## config.mk

```make
export PLATFORM = sky130hd
export DESIGN_NAME = mad_decode
export DESIGN_NICKNAME = d
export VERILOG_FILES = /design/src/design/mad_pkg.sv /design/src/design/mad_decode.sv
export SDC_FILE = /design/constraint.sdc
export NUM_CORES = 1
export LEC_CHECK = 0
export ABC_AREA = 1
export BUFFER_PORTS_ARGS = -buffer_cell sky130_fd_sc_hd__buf_2
export CAP_MARGIN = 20
export CORE_MARGIN = 2
export CORE_UTILIZATION = 49
export DETAILED_ROUTE_END_ITERATION = 8
export PLACE_DENSITY = 0.84
export SLEW_MARGIN = 20
export SYNTH_ARGS = -nofsm -noshare
export SYNTH_HDL_FRONTEND = slang
export SYNTH_SLANG_ARGS = --single-unit
```

## constraint.sdc

```tcl
create_clock -name clock -period 2 [get_ports clock]
set_input_delay 0 -clock clock [delete_from_list [all_inputs] [get_ports clock]]
set_output_delay 0 -clock clock [all_outputs]
set_load 0.05 [all_outputs]
```

## src/design/mad_pkg.sv

```systemverilog
package mad_pkg;
    // ------------------------------------------------------------
    // extended register port and indices
    // ------------------------------------------------------------
    localparam logic [15:0] MAD_INDEX_PORT = 16'h03de;
    localparam logic [15:0] MAD_DATA_PORT = 16'h03df;
    localparam logic [7:0] MAD_IDX_APERTURE = 8'h14;
    localparam logic [7:0] MAD_IDX_RESP_EN = 8'h15;
    // ------------------------------------------------------------
    // field positions and reset values
    // ------------------------------------------------------------
    localparam int MAD_DEC_EN_BIT = 0;
    localparam int MAD_APSEL_LSB = 2;
    localparam int MAD_GFX_EN_BIT = 6;
    localparam int MAD_MMIO_EN_BIT = 7;
    localparam logic [7:0] MAD_INDEX_RST = 8'h00;
    localparam logic [7:0] MAD_APERTURE_RST = 8'h00;
    localparam logic [7:0] MAD_RESP_EN_RST = 8'h00;
    localparam logic [7:0] MAD_APERTURE_WMASK = 8'h1d;
    localparam logic [7:0] MAD_RESP_EN_WMASK = 8'hc0;
    // ------------------------------------------------------------
    // aperture size codes
    // ------------------------------------------------------------
    typedef enum logic [2:0] {
        MAD_AP_256K = 3'b000,
        MAD_AP_512K = 3'b001,
        MAD_AP_1M = 3'b010,
        MAD_AP_2M = 3'b011,
        MAD_AP_4M = 3'b100,
        MAD_AP_8M = 3'b101
    } mad_aperture_t;
endpackage : mad_pkg

```

## src/design/mad_decode.sv

```systemverilog
// Overview of operation
// - codes 000..011 claim 256K, 512K, 1M, 2M windows from offset 0.
// - code 100 claims 4M, 101 claims 8M, codes 11x claim nothing.
// - the size field has no effect while decode enable bit 0 is 0.
// - the response enable register is index 15h behind port 3DF, R/W.
// - bit 6 set lets the device answer graphics memory accesses.
// - bit 7 set lets the device answer memory-mapped I/O accesses.
// - the enable register resets to 00h, bits 5-0 reserved read 0.
module mad_decode
    import mad_pkg::*;
(
    // clock and reset
    input wire logic clock,
    input wire logic rst_n,
    // host i/o port access
    input wire logic io_wr,
    input wire logic io_rd,
    input wire logic [15:0] io_addr,
    input wire logic [7:0] io_wdata,
    output logic [7:0] io_rdata,
    output logic io_hit,
    // host memory access qualifiers
    input wire logic [22:0] mem_offset,
    input wire logic gfx_range,
    input wire logic mmio_range,
    // decode results
    output logic gfx_claim,
    output logic mmio_claim
);
    // ------------------------------------------------------------
    // index and register state
    // ------------------------------------------------------------
    logic [7:0] index;
    logic [7:0] aperture;
    logic [7:0] resp_en;
    logic [7:0] next_index;
    logic [7:0] next_aperture;
    logic [7:0] next_resp_en;
    logic data_sel;

    assign data_sel = io_addr == MAD_DATA_PORT;

    always_comb begin
        next_index = index;
        next_aperture = aperture;
        next_resp_en = resp_en;
        if (io_wr && io_addr == MAD_INDEX_PORT) begin
            next_index = io_wdata;
        end
        if (io_wr && data_sel && index == MAD_IDX_APERTURE) begin
            next_aperture = io_wdata & MAD_APERTURE_WMASK;
        end
        if (io_wr && data_sel && index == MAD_IDX_RESP_EN) begin
            // reserved low bits are not stored
            next_resp_en = io_wdata & MAD_RESP_EN_WMASK;
        end
    end

    always_ff @(posedge clock) begin
        if (!rst_n) begin
            index <= MAD_INDEX_RST;
            aperture <= MAD_APERTURE_RST;
            resp_en <= MAD_RESP_EN_RST;
        end else begin
            index <= next_index;
            aperture <= next_aperture;
            resp_en <= next_resp_en;
        end
    end

    // ------------------------------------------------------------
    // read back
    // ------------------------------------------------------------
    logic [7:0] next_rdata;
    logic next_hit;

    always_comb begin
        next_rdata = 8'h00;
        next_hit = 1'b0;
        if (io_rd && io_addr == MAD_INDEX_PORT) begin
            next_rdata = index;
            next_hit = 1'b1;
        end else if (io_rd && data_sel) begin
            unique case (index)
                MAD_IDX_APERTURE: begin
                    next_rdata = aperture;
                    next_hit = 1'b1;
                end
                MAD_IDX_RESP_EN: begin
                    next_rdata = resp_en;
                    next_hit = 1'b1;
                end
                default: begin
                    next_rdata = 8'h00;
                end
            endcase
        end
    end

    always_ff @(posedge clock) begin
        if (!rst_n) begin
            io_rdata <= 8'h00;
            io_hit <= 1'b0;
        end else begin
            io_rdata <= next_rdata;
            io_hit <= next_hit;
        end
    end

    // ------------------------------------------------------------
    // aperture and space decode
    // ------------------------------------------------------------
    // window bound kept as a shift count so the compare stays narrow
    logic [4:0] ap_bits;
    logic ap_valid;
    logic in_window;
    logic [2:0] ap_code;

    assign ap_code = aperture[MAD_APSEL_LSB +: 3];

    always_comb begin
        ap_bits = 5'd18;
        ap_valid = 1'b1;
        unique case (ap_code)
            MAD_AP_256K: ap_bits = 5'd18;
            MAD_AP_512K: ap_bits = 5'd19;
            MAD_AP_1M: ap_bits = 5'd20;
            MAD_AP_2M: ap_bits = 5'd21;
            MAD_AP_4M: ap_bits = 5'd22;
            MAD_AP_8M: ap_bits = 5'd23;
            default: ap_valid = 1'b0;
        endcase
    end

    // bit 0 clear: field ignored, no window restriction
    assign in_window = !aperture[MAD_DEC_EN_BIT] ||
        (ap_valid && (mem_offset >> ap_bits) == 23'h000000);

    logic next_gfx;
    logic next_mmio;

    always_comb begin
        next_gfx = gfx_range && in_window && resp_en[MAD_GFX_EN_BIT];
        next_mmio = mmio_range && resp_en[MAD_MMIO_EN_BIT];
    end

    always_ff @(posedge clock) begin
        if (!rst_n) begin
            gfx_claim <= 1'b0;
            mmio_claim <= 1'b0;
        end else begin
            gfx_claim <= next_gfx;
            mmio_claim <= next_mmio;
        end
    end
endmodule : mad_decode

```

### Word-level counts from Yosys, hierarchy flattened

Cells that the tools add are included.

| cells by class | value |
|---|---|
| shift operators | 1 |
| reduce and logical (&&, ||, !) cells | 16 |
| equal/unequal tests | 9 |
| multiplexer cells | 8 |

Operators by type and width:

| cell | count |
|---|---|
| == test 16 x 10 -> 1 bit (second input constant) | 2 |
| logical NOT 23 bit | 1 |
| right shift 23 x 5 -> 23 bit | 1 |
| == test 8 x 5 -> 1 bit (second input constant) | 2 |
| two-way mux 8 bit | 2 |
| case mux 8 bit (2 select lines) | 1 |
| case mux 3 bit (5 select lines) | 1 |
| logical AND 1 bit | 10 |
| == test 3 x 2 -> 1 bit (second input constant) | 2 |
| == test 3 bit (second input constant) | 2 |
| OR reduction 6 bit | 1 |
| two-way mux 1 bit | 4 |
| == test 3 x 1 -> 1 bit (second input constant) | 1 |
| logical NOT 3 bit | 1 |
| OR reduction 2 bit | 1 |
| logical NOT 1 bit | 1 |
| logical OR 1 bit | 1 |

| word-level totals | value |
|---|---|
| output and inout bits | 11 |
| input bits | 53 |
| bits in registers | 25 |
| word-level logic and storage cells | 41 |

### Logic depth before layout (Yosys ltp)

Gate-level depths: netlist of the first run.

| depth | value |
|---|---|
| depth in word-level cells | 8 |
| gate-level depth with buffers | 9 |
| depth with buffers taken out | 9 |

### Worst setup path after synthesis of the first run

OpenSTA, ideal clock, no wires.

| timing | value |
|---|---|
| path kind | reg-to-reg |
| from | reg index[5] |
| to | reg aperture[0] |
| setup time | 0.064 ns |
| data required time | 1.936 ns |
| arrival time | 0.979 ns |
| cell stages (with the launch flop) | 8 |
| setup slack | 0.957 ns |
| clock period less this slack | 1.043 ns |
| buffers on the path | 0 |
| cell sequence | dfxtp_1 nor2_1 nand3_1 nor2_2 nand3_2 nand2_1 inv_1 nor2_1 |

| on the way | value |
|---|---|
| cells in the longest elaborated chain, start to end | 2 |

Ends and longest elaborated chain:

| element | line | RTL |
|---|---|---|
| start: declaration | mad_decode.sv:33 | `logic [7:0] index;` |
| start signal: assignment | mad_decode.sv:65 | `index <= next_index;` |
| == test 8 x 5 -> 1 bit | mad_decode.sv:50 | `if (io_wr && data_sel && index == MAD_IDX_APERTURE) begin` |
| logical AND 1 bit | mad_decode.sv:50 |  |
| end signal: assignment | mad_decode.sv:66 | `aperture <= next_aperture;` |
| end: declaration | mad_decode.sv:34 | `logic [7:0] aperture;` |

Every way passes these cells.
A chain may end at the register's enable or synchronous reset.

### Worst setup path after layout of the first run

| timing | value |
|---|---|
| from | reg aperture[3] |
| to | reg gfx_claim |

| on the way | value |
|---|---|
| cells in the longest elaborated chain, start to end | 8 |
| elaborated cells between the ends (all ways) | 15 |
| those cells by class | eq/ne (5); shift (1); mux (2); reduce/logical (7) |

Ends and longest elaborated chain:

| element | line | RTL |
|---|---|---|
| == test 3 bit (tied with other cells) | mad_decode.sv:124 | `unique case (ap_code)` |
| case mux 3 bit (5 select lines) | mad_decode.sv:124 |  |
| right shift 23 x 5 -> 23 bit | mad_decode.sv:137 | `(ap_valid && (mem_offset >> ap_bits) == 23'h000000);` |
| logical NOT 23 bit | mad_decode.sv:137 |  |
| logical AND 1 bit * | mad_decode.sv:137 |  |
| logical OR 1 bit * | mad_decode.sv:136 | `assign in_window = !aperture[MAD_DEC_EN_BIT] \|\|` |
| logical AND 1 bit * (2 in a row) | mad_decode.sv:143 | `next_gfx = gfx_range && in_window && resp_en[MAD_GFX_EN_BIT];` |
| end signal: assignment | mad_decode.sv:152 | `gfx_claim <= next_gfx;` |
| end: declaration | mad_decode.sv:27 | `output logic gfx_claim,` |

Every way passes the cells marked *; elsewhere a longest branch is shown, timed or not.

==> results by stage, run 1 <==
Run status:
- The run finished with clean final reports.

Clock tree:
- In this run the number of H-tree levels came out at 1.
- TritonCTS built the clock tree.
- The number of clock buffers inserted by TritonCTS is 3.
- After clock tree synthesis, the clock-pin slew on the worst setup and hold paths is 130 ps.
- The worst-skew pair later-pin latency is 310 ps.
- The number of sinks driven by the clock tree is 25.
- The number of buffers inserted by post-CTS setup repair is 0.
- The clock passes through at most 2 buffers.
- The root buffer cell chosen for the clock tree is sky130_fd_sc_hd__clkbuf_4.

Floorplan:
- The initial utilization of the core area, before any placement, comes to 0.5230.
- The row count is 18.
- The core region is 2500 µm².
- The die is 55.66 µm wide.
- The number of top-level pins is 64.
- The die outline area is 3097 µm².
- The vertical die dimension is 55.66 µm.

Layout:
- For this run, the number of standard cells in the final layout without fillers is 293.
- The fraction of layout instances using a drive strength above 1 is 0.2129.
- The library cell used most frequently in the layout, excluding fill and tap cells, is sky130_fd_sc_hd__nand2_1.
- From synthesis to final layout, the design area changed by 28.13%.
- In the layout the commonest cells are sky130_fd_sc_hd__nand2_1, sky130_fd_sc_hd__nor2_1, sky130_fd_sc_hd__buf_2.
- The number of antenna diodes in the final layout is 0.
- For this run, the share of the core covered by cells in the final layout is 0.6702.
- After the last flow step, the layout net total stands at 317.

Pwr:
- The highest ir drop seen on vdd is 0.3730 mV.
- The ratio of total power to cell area is 486.5 nW/µm².
- The total power of the final layout is 0.0008150 W.
- Summed over all cells, the static leakage comes to 0.8458 nW.

Timing:
- Setup repair after global routing left no endpoint under its margin.
- The aggregate negative setup slack is 0 ps.
- In this run the tightest slew margin relative to its limit is 0.7440.
- Across the routed clock network, the largest skew measured is 3.061 ps.
- The number of hold violations in the final report is 0.
- The highest clock rate is 0.6497 GHz.
- Setup violations remaining at the end of the flow were counted as 0.
- The count of final max-slew check failures came to 0.
- At the pin with the least slew margin, the transition time is 383.9 ps.
- Counting I/O delays and the setup requirement, the final critical path takes 1539 ps.
- The final cycle utilization of the critical path is 0.7696.

Detailed routing:
- After the first detailed-routing iteration, the DRC count stood at 28.
- The met2 wire length is 1406 µm.
- The number of design rule violations left after detail routing is 0.
- After detailed routing, the number of vias per cell comes to 4.809.
- In the detailed route, the total length drawn on met3 is 142 µm.
- The detailed-route wire length is 2831 µm.
- Across all layers, the routed design uses 1409 vias.
- The wire length on met1 is 1231 µm.
- The count of nets left with antenna violations once routing finished came out at 0.
- The highest metal layer carrying signal wires in the routed design is met4.
- The routed length per instance is 9.662 µm.
- For this run, the detailed router's first-pass iteration total came to 5.

Synthesis:
- The sequential area share after synthesis is 0.3828.
- In the post-synthesis netlist, the biggest area contributors are sky130_fd_sc_hd__dfxtp_1, sky130_fd_sc_hd__nand2_1, sky130_fd_sc_hd__nor2_1.
- The post-synthesis area per instance is 6.316 µm².
- After synthesis the netlist holds a flip-flop and latch count of 25.
- The share of synthesized area in the top cell type comes to 0.3828.
- When the netlist entered floorplanning its net count stood at 260.
- The synthesized netlist contains 23 unique library cells.
- The yosys synthesis warning count is 0.
- After technology mapping, the gate count stands at 207.
- Of all cell types, the one taking the most synthesized area is sky130_fd_sc_hd__dfxtp_1.
- The mapped netlist covers 1308 µm².

Worst setup path:
- STA classifies the critical path startpoint as a flop.
- The critical path endpoint category is a flop.
- Of all nets on the critical path, the largest fanout is 3.
- For flop-to-flop paths, the worst setup slack is 460 ps.
- By startpoint and endpoint, the worst setup path is classified as reg -> reg.
- The arrival time at the worst endpoint is 1760 ps.
- The required time reported for the critical path endpoint is 2220 ps.

Global route:
- The first global-routing pass estimated 5133 µm of wire.
- The number of global-route vias before repair is 1324.
- Global routing finished with a remaining overflow of 0.
- The overall global routing resource usage is 0.1999.
- The initial antenna violation count is 0.
- The largest net degree at the start of global routing is 23.

Flow run:
- The tool flagged a number of max-cap violations equal to 0.

Placement:
- The weighted congestion at the end of routability-driven global placement is 0.8005.
- Counting tap cells, the placed design contains a total of 277 instances.
- During placement, the flow inserted port buffers numbering 45.
- The HPWL after detailed placement is 2136 µm.

Worst hold path:
- The path type of the worst min-delay path is in -> reg.
## kinds of logic after synthesis
logic type / after synthesis / share of synthesized area
compound gates: 13 / 0.05359
buf+inv: 38 / 0.1263
simple gates: 131 / 0.4373
flops: 25 / 0.3828
## state kept, by name, summed over array words and instances (netlist names)
register and count:
gfx_claim 1, io_hit 1, aperture 4, index 8, io_rdata 8, resp_en 2
mmio_claim 1
## timing repair
item | CTS | global route
hold buffers | 12 | 0
hold endpoints to repair | 11 | 0
resized for setup | 0 | 0
## where the power goes
group | internal [W] | total, W | switching [W] | leakage (nW)
clock network | 0.0000780 | 0.000226 | 0.000148 | 0.0150
logic | 0.0000480 | 0.0000906 | 0.0000426 | 0.630
registers | 0.000498 | 0.000498 | 0.00000000150 | 0.201
## routing by layer
metal / GRT usage / up-vias
met3: 0.02093 / 6
met1: 0.2406 / 614
li1: - / 741
met2: 0.3622 / 48
met5: 0 / -
met4: 0.07666 / 0
## cell usage after synthesis (all sizes together)
library cell / count
inv: 33
nand2: 59
nand3: 7
nand4: 10
nand3b: 1
clkbuf: 2
a21oi: 4
dfxtp: 25
nor2: 53
and3: 1
a22oi: 1
o21ai: 7
a21boi: 1
buf: 3
## layout make-up
cell class	count	area, µm²
Timing Repair Buffer	57	345.3
Fill cell	242	824.5
Sequential cell	25	500.5
Inverter	33	123.9
Tap cell	30	37.54
Multi-Input combinational cell	144	641.9
Clock buffer	4	26.28
## stage by stage
step / hold WS (ps) / setup slack (ps) / area, µm²
floorplan: 112.2 / 957.3 / 1308
global placement: 216.6 / 826.8 / 1529
detailed placement: 221.5 / 783.1 / 1529
CTS: 63.43 / 478.5 / 1675
global route: 72.91 / 289.3 / 1675
finish: 62.64 / 460.7 / 1675
## worst max-delay path: stages (launching register included)
cell and delay [ps]:
sky130_fd_sc_hd__dfxtp_1 350, sky130_fd_sc_hd__inv_1 80, sky130_fd_sc_hd__nand2_1 50, sky130_fd_sc_hd__a21oi_1 140, sky130_fd_sc_hd__nor2_1 50, sky130_fd_sc_hd__o21ai_0 150
sky130_fd_sc_hd__a21oi_1 80, sky130_fd_sc_hd__dlygate4sd3_1 550
## path summary, 6_finish.rpt
| kind | from | endpoint | cells past startpoint |
|---|---|---|---|
| worst max register to register | aperture[3] | gfx_claim | 7 |
| worst max-delay path | aperture[3] | gfx_claim | 7 |
| worst min register to register | resp_en[7] | mmio_claim | 2 |
| worst min-delay path | io_wr | index[2] | 3 |
Power figures use the tool's default switching activity.
==> run 2, diff against run 1 <==
--- a/config.mk
+++ b/config.mk
@@ -5,13 +5,13 @@
 export SDC_FILE = /design/constraint.sdc
 export NUM_CORES = 1
 export LEC_CHECK = 0
-export ABC_AREA = 1
+export ABC_AREA = 0
 export BUFFER_PORTS_ARGS = -buffer_cell sky130_fd_sc_hd__buf_2
 export CAP_MARGIN = 20
 export CORE_MARGIN = 2
-export CORE_UTILIZATION = 49
+export CORE_UTILIZATION = 43
 export DETAILED_ROUTE_END_ITERATION = 8
-export PLACE_DENSITY = 0.84
+export PLACE_DENSITY = 0.78
 export SLEW_MARGIN = 20
 export SYNTH_ARGS = -nofsm -noshare
 export SYNTH_HDL_FRONTEND = slang
==> constraint.sdc (replaced) <==
create_clock -name clock -period 1.5 [get_ports clock]
set_input_delay 0 -clock clock [delete_from_list [all_inputs] [get_ports clock]]
set_output_delay 0 -clock clock [all_outputs]
set_load 0.05 [all_outputs]
==> run 2 against run 1 <==
Against the previous run: the flow now finishes with violations (negative setup slack); setup slack lost 590 ps; clock-buffer cell count is the same; sequential cell count is the same; power grew 32%; sequential power grew 33%; synthesized cell count shrank 39%; area after synthesis shrank 13%; final cell count shrank 23%; wire length grew 11%; register-to-register slack lost 590 ps; critical path type unchanged; largest cell class unchanged; highest routed layer unchanged.
==> results by stage, run 2 <==
Worst setup path:
- The peak fanout along the critical path came to 3 (unchanged).
- The worst setup path is of the reg -> reg kind.
- The depth of the worst register-to-register path came to 3 (-4).
- The required time reported for the critical path endpoint is 1750 ps (-470 ps).
- The critical path endpoint category is a flop.
- The worst register-to-register path begins at index[7].
- The destination of the critical timing path is io_hit.
- The startpoint kind of the worst setup timing path is a flop.
- The arrival time at the worst endpoint came to 1880 ps (+120 ps).
- The register-to-register setup slack was -130 ps (-590 ps).
- The endpoint identified for the worst register-to-register timing path is io_hit.
- Tracing the worst setup path back leads to its startpoint at index[7].

Synthesis:
- The count of flip-flops with a built-in enable after synthesis was 0 (unchanged).
- The sequential area share after synthesis is 0.4400 (+0.05727).
- The post-synth net total is 179 (-31%).
- The share of synthesized registers carrying an async set or reset came to 0 (unchanged).
- The number of unique standard cell types used by synthesis is 32 (+39%).
- Yosys attributes the largest share of cell area to sky130_fd_sc_hd__dfxtp_1, sky130_fd_sc_hd__a21oi_1, sky130_fd_sc_hd__o21ai_0.
- The synthesized design spends more area on one cell type than any other, namely sky130_fd_sc_hd__dfxtp_1.
- The post-synthesis area per instance is 9.027 µm² (+43%).
- The count of state elements after synthesis was 25 (unchanged).
- Counting instances in the post-synthesis netlist gives the leading cell types as sky130_fd_sc_hd__dfxtp_1, sky130_fd_sc_hd__a21oi_1, sky130_fd_sc_hd__o21ai_0.
- Among all flip-flop cells after synthesis, the most frequent one is sky130_fd_sc_hd__dfxtp_1.
- The proportion of netlist area held by the largest area contributor came to 0.4400 (+0.05727).
- The most common cell in the synthesized netlist is sky130_fd_sc_hd__dfxtp_1.
- The yosys synthesis warning count is 0 (unchanged).
- The cell area after technology mapping is 1137 µm² (-13%).
- The synthesized instance count is 126 (-39%).

Floorplan:
- The row count is 18 (unchanged).
- The vertical die dimension is 55.43 µm (-0.40%).
- The starting density of the core was 0.4550 (-0.06807).
- The area of the placeable core is 2500 µm² (unchanged).
- The die outline area is 3072 µm² (-0.81%).
- The width of the chip is 55.43 µm (-0.40%).
- The number of top-level pins was 64 (unchanged).

Clock tree:
- The register clock-pin slew on the reported worst setup and hold paths is 130 ps (about the same).
- The maximum clock path buffer count is 2 (unchanged).
- The number of sinks driven by the clock tree was 25 (unchanged).
- The number of H-tree levels is 1 (unchanged).
- TritonCTS built the clock tree.
- The number of clock buffers inserted by TritonCTS came to 3 (unchanged).
- The worst-skew pair later-pin latency is 320 ps (about the same).
- The buffer type at the clock tree root is sky130_fd_sc_hd__clkbuf_4.

Global route:
- The initial antenna violation count is 0 (unchanged).
- The total overflow reported by the global router came to 0 (unchanged).
- The global-route wire length before repair is 5423 µm (+5.6%).
- The overall global routing resource usage is 0.2176 (+0.01766).
- The largest net degree at the start of global routing is 15 (-35%).
- The number of global-route vias before repair is 1258 (-5.0%).

Pwr:
- The leakage power of the design came to 0.6443 nW (-24%).
- The total power of the final layout is 0.001074 W (+32%).
- The ratio of total power to cell area came to 643.8 nW/µm² (+32%).
- The highest ir drop seen on vdd came to 0.7513 mV (+100%).

Timing:
- The final cycle utilization of the critical path is 1.084 (+0.3144).
- The worst relative slew slack is 0.6647 (-0.07937).
- The final hold slack was 74.69 ps (+12.05 ps).
- The aggregate negative setup slack is -920.3 ps (-920.3 ps).
- Setup repair after global routing could not meet its margin everywhere.
- The count of final max-slew check failures is 0 (unchanged).
- The final critical delay including setup and external delays is 1626 ps (+86.81 ps).
- The slack of the critical path is -126.1 ps (-586.8 ps).
- The highest clock rate came to 0.6150 GHz (-5.3%).
- The slew at the pin with the worst max-slew slack came to 502.0 ps (+118.0 ps).
- The clock skew is 9.209 ps (+6.147 ps).
- The final-report setup violation count came to 13 (+13).
- The number of hold violations in the final report is 0 (unchanged).

Placement:
- The setup slack after placement is -88.05 ps (-871.2 ps).
- The quantity of I/O buffers inserted on ports came to 45 (unchanged).
- The detailed placement HPWL came to 2317 µm (+8.5%).
- The weighted congestion at the end of routability-driven global placement is 0.8737 (+9.1%).
- The cell count after placement is 205 (-26%).

Layout:
- The library cell used most frequently in the layout, excluding fill and tap cells, is sky130_fd_sc_hd__buf_2.
- The library cells used most frequently in the layout, excluding fill and tap cells, are sky130_fd_sc_hd__buf_2, sky130_fd_sc_hd__dfxtp_1, sky130_fd_sc_hd__a21oi_1.
- The fraction of layout instances using a drive strength above 1 came to 0.3846 (+0.1717).
- The net total in the final layout is 249 (-21%).
- The antenna cell count is 0 (unchanged).
- From synthesis to final layout, the design area changed by 46.64%.
- In the final layout, the registers with the most flip-flops are index (8), io_rdata (8), aperture (4).
- The count of placed standard cells in the final layout, fillers left out came to 225 (-23%).

Worst hold path:
- The worst hold path begins at mem_offset[22].
- The path type of the worst min-delay path is in -> reg.

Detailed routing:
- The via count is 1246 (-12%).
- The detailed-route wire length came to 3147 µm (+11%).
- The number of design rule violations left after detail routing is 0 (unchanged).
- The routed via count divided by cell count is 5.538 (+15%).
- The length of the first detailed-routing pass in iterations is 4 (-1).
- The remaining antenna violation count was 0 (unchanged).
- The first-iteration detailed-routing DRC count is 52 (+86%).
- The routed length per instance was 13.99 µm (+45%).

Run status:
- The final reports fail on negative setup slack.
- The run finished, with violations left.

Flow run:
- The max-capacitance violation count is 0 (unchanged).
run 2: cell count changes after synthesis, sizes merged, moves of 3 or more:
cell / before / now
nor2: 53 / 5
or4b: 0 / 3
nand3: 7 / 11
o21ai: 7 / 14
nand2b: 0 / 3
nor2b: 0 / 5
nand2: 59 / 2
nand4: 10 / 7
nor4: 0 / 3
inv: 33 / 3
a21oi: 4 / 22
run 2: per-stage QoR:
stage                       util  instance area (µm²)
final                     0.6672                 1668
after CTS                 0.6522                 1630
after global routing      0.6672                 1668
after global placement    0.5786                 1446
after floorplan                -                 1137
after detailed placement  0.5786                 1446
run 2: power breakdown:
group | internal (W) | total (W) | switching (W) | leakage (nW)
registers | 0.000664 | 0.000664 | 0.00000000220 | 0.202
clock network | 0.000104 | 0.000293 | 0.000189 | 0.0150
logic | 0.0000670 | 0.000117 | 0.0000501 | 0.427
run 2: area by class of cell:
cell class / instances / area [µm²]
Fill cell: 230 / 832.0
Multi-Input combinational cell: 92 / 631.9
Sequential cell: 25 / 503.0
Timing Repair Buffer: 71 / 457.9
Tap cell: 30 / 37.54
Clock buffer: 4 / 26.28
Inverter: 3 / 11.26
run 2: cells by family after synthesis:
kind of cell / synth area share
compound gates: 0.1782
buf+inv: 0.03520
flops: 0.4400
simple gates: 0.3465
run 2: worst max-delay path: stages, from the launching register on:
cell and delay, ps:
sky130_fd_sc_hd__dfxtp_2 340, sky130_fd_sc_hd__or4b_4 570, sky130_fd_sc_hd__or4b_4 500, sky130_fd_sc_hd__a21oi_2 140
run 2: worst min-delay path by stage:
stage	to	slack (ps)	depth (start not counted)
final	gfx_claim	70	4
after detailed placement	mmio_claim	240	2
after floorplan	gfx_claim	140	2
after global placement	mmio_claim	240	2
after global routing	gfx_claim	70	4
after CTS	gfx_claim	80	4
run 2: what timing repair did:
item,in CTS,in global routing
hold buffers,15,0
setup buffers,1,0
setup endpoints to repair,11,14
pin swaps,7,5
endpoints found under the hold margin,18,0
gates resized for setup,0,10
run 2: metal layers:
metal,vias to the layer above,GRT usage,share of wire
li1,609,-,-
met1,590,0.2442,0.39
met2,41,0.3963,0.54
met3,6,0.05855,0.056
met4,0,0.06620,0.016
met5,-,0,0
==> run 3, diff against run 2 <==
--- a/config.mk
+++ b/config.mk
@@ -12,6 +12,7 @@
 export CORE_UTILIZATION = 43
 export DETAILED_ROUTE_END_ITERATION = 8
 export PLACE_DENSITY = 0.78
+export SETUP_SLACK_MARGIN = 0.2
 export SLEW_MARGIN = 20
 export SYNTH_ARGS = -nofsm -noshare
 export SYNTH_HDL_FRONTEND = slang
==> run 3 against run 2 <==
Against the previous run: the run still ends with negative setup slack left; global-route usage down 2.2 points; clock-buffer cell count stayed put; critical path depth up 1; non-clock buffer count is 1 higher; final cell count increased by 0.44%; sequential share of layout area shrank 0.34 points; combinational power is 3% lower; sequential power about the same; clock power is 4% higher; wire length shrank 5.6%; maximum frequency increased by 0.97%; cell area increased by 1.1%; largest cell class unchanged.
==> results by stage, run 3 (synthesis gave the netlist of run 2 again) <==
Floorplan:
- The die outline area is 3072 µm² (unchanged).
- The width of the chip was 55.43 µm (unchanged).
- The area of the placeable core came to 2500 µm² (unchanged).
- The number of top-level pins came to 64 (unchanged).
- The starting density of the core is 0.4550 (unchanged).
- The row count is 18 (unchanged).
- The vertical die dimension is 55.43 µm (unchanged).

Pwr:
- The leakage power of the design was 0.6645 nW (+3.1%).
- The highest ir drop seen on vdd is 0.4234 mV (-44%).
- The ratio of total power to cell area was 642.0 nW/µm² (-0.27%).

Timing:
- Setup repair after global routing could not meet its margin everywhere.
- The final critical delay including setup and external delays is 1611 ps (-15.56 ps).
- The worst relative slew slack is 0.6351 (-0.02953).
- The highest clock rate is 0.6209 GHz (+0.97%).
- The final-report setup violation count was 11 (-2).
- The count of final max-slew check failures is 0 (unchanged).
- The clock skew is 2.912 ps (-6.296 ps).
- The slack of the critical path is -110.5 ps (+15.56 ps).
- The final hold slack is 7.668 ps (-67.02 ps).
- The number of hold violations in the final report came to 0 (unchanged).
- The aggregate negative setup slack is -633.7 ps (+286.6 ps).
- The final cycle utilization of the critical path is 1.074 (-0.01037).
- The slew at the pin with the worst max-slew slack is 546.2 ps (+44.20 ps).

Worst setup path:
- The peak fanout along the critical path is 4 (+1).
- The depth of the worst register-to-register path is 4 (+1).
- The source of the worst register-to-register timing path is index[6].
- The arrival time at the worst endpoint is 1870 ps (about the same).
- The reg-to-reg endpoint is resp_en[6].
- The delay contributed by the slowest stage of the critical path came to 570 ps (about the same).
- The critical setup path kind is reg -> reg.
- The startpoint kind of the worst setup timing path is a flop.
- The critical path's top delay family is simple AND/OR/NAND/NOR gates.
- The register-to-register setup slack was -110 ps (+20 ps).
- The critical path goes through or4b_4 > nor4b_4 > nand4_1 > a21oi_1.
- The worst setup path is captured at a flop.
- For this design, the slowest cell found on the critical path is sky130_fd_sc_hd__or4b_4.
- The number of buffers and inverters on the critical path is 0 (unchanged).
- The required time reported for the critical path endpoint was 1760 ps (about the same).

Clock tree:
- The register clock-pin slew on the reported worst setup and hold paths was 140 ps (about the same).
- The number of clock buffers inserted by TritonCTS came to 3 (unchanged).
- The number of sinks driven by the clock tree is 25 (unchanged).
- The maximum clock path buffer count is 2 (unchanged).
- The number of H-tree levels is 1 (unchanged).
- The worst-skew pair later-pin latency was 320 ps (about the same).
- The buffer type at the clock tree root is sky130_fd_sc_hd__clkbuf_4.
- The CTS tree is yes.

Placement:
- The weighted congestion at the end of routability-driven global placement is 0.8515 (-2.5%).
- The cell area after placement is 1461 µm² (+1.0%).
- The quantity of I/O buffers inserted on ports is 45 (unchanged).
- The setup slack after placement is -54.16 ps (+33.89 ps).
- The detailed placement HPWL came to 2134 µm (-7.9%).

Worst hold path:
- The min-delay analysis places its worst path in the category in -> reg.
- The launch point of the worst hold path is io_addr[0].
- The number of stages on the worst hold path was 2 (-2).
- The hold-critical path endpoint is io_hit.

Run status:
- The final reports fail on negative setup slack.
- The run finished, with violations left.

Detailed routing:
- The number of design rule violations left after detail routing was 0 (unchanged).
- The detailed-route wire length is 2970 µm (-5.6%).
- The first-iteration detailed-routing DRC count is 53 (+1.9%).
- The routed length per instance is 13.14 µm (-6.0%).
- The via count is 1265 (+1.5%).
- The length of the first detailed-routing pass in iterations was 4 (unchanged).
- The remaining antenna violation count was 0 (unchanged).
- The routed via count divided by cell count came to 5.597 (+1.1%).

Layout:
- The fraction of layout instances using a drive strength above 1 is 0.3980 (+0.01334).
- The antenna cell count is 0 (unchanged).
- The summed area of non-filler cells in the final layout is 1687 µm² (+1.1%).
- The largest registers in the layout are index (8), io_rdata (8), aperture (4).
- The final core area utilization is 0.6747 (+0.007508).
- The most common library cell in the layout ignoring fill and taps is sky130_fd_sc_hd__buf_2.
- The net total in the final layout was 250 (+0.40%).
- In the layout the commonest cells are sky130_fd_sc_hd__buf_2, sky130_fd_sc_hd__dfxtp_1, sky130_fd_sc_hd__a21oi_1.
- The relative area change from synthesis to final layout is 48.30%.

Global route:
- The largest net degree at the start of global routing came to 15 (unchanged).
- The number of global-route vias before repair is 1170 (-7.0%).
- The initial antenna violation count is 0 (unchanged).
- The total overflow reported by the global router came to 0 (unchanged).
- The overall global routing resource usage came to 0.1957 (-0.02186).
- The global-route wire length before repair came to 4905 µm (-9.6%).

Flow run:
- The max-capacitance violation count came to 0 (unchanged).
-- run 3: cell types whose count changed in the layout (fill, tap and decap cells not counted), sizes merged --
| cell | before | now |
|---|---|---|
| dlygate4sd3 | 15 | 14 |
| buf | 56 | 58 |
-- run 3: per-stage QoR --
| step | instances | power [W] |
|---|---|---|
| floorplan | 126 | 0.0007098 |
| global placement | 207 | 0.0007631 |
| detailed placement | 207 | 0.0007652 |
| CTS | 226 | 0.001076 |
| global route | 226 | 0.001118 |
| finish | 226 | 0.001083 |
-- run 3: worst max path at each step --
stage          cells after the start      from    endpoint
2_1_floorplan                      3  index[7]      io_hit
3_3_place_gp                       3  index[7]      io_hit
3_5_place_dp                       3  index[7]      io_hit
4_1_cts                            4  index[6]  resp_en[6]
5_1_grt                            4  index[6]  resp_en[6]
6_report                           4  index[6]  resp_en[6]
-- run 3: routing by layer --
| metal | wire [µm] | vias up | track usage |
|---|---|---|---|
| li1 | - | 612 | - |
| met2 | 1471 | 77 | 0.3588 |
| met5 | 0 | - | 0 |
| met4 | 67 | 0 | 0.06969 |
| met1 | 1201 | 567 | 0.2344 |
| met3 | 230 | 9 | 0.01874 |
-- run 3: timing repair --
action                                 CTS  global route
buffers inserted                         1             0
hold buffers                            14             0
pin swaps                                9             3
endpoints found under the hold margin   16             0
setup endpoints to repair               13            13
gates resized for setup                  6             7
-- run 3: where the power goes --
group,total [W],internal (W),switching (W)
Clock,0.000306,0.000104,0.000202
Sequential,0.000664,0.000664,0.00000000185
Combinational,0.000113,0.0000653,0.0000475
-- run 3: final cells by class --
class	count	area [µm²]
Tap cell	30	37.54
Clock buffer	4	26.28
Fill cell	220	813.3
Inverter	3	11.26
Sequential cell	25	503.0
Timing Repair Buffer	72	462.9
Multi-Input combinational cell	92	645.6
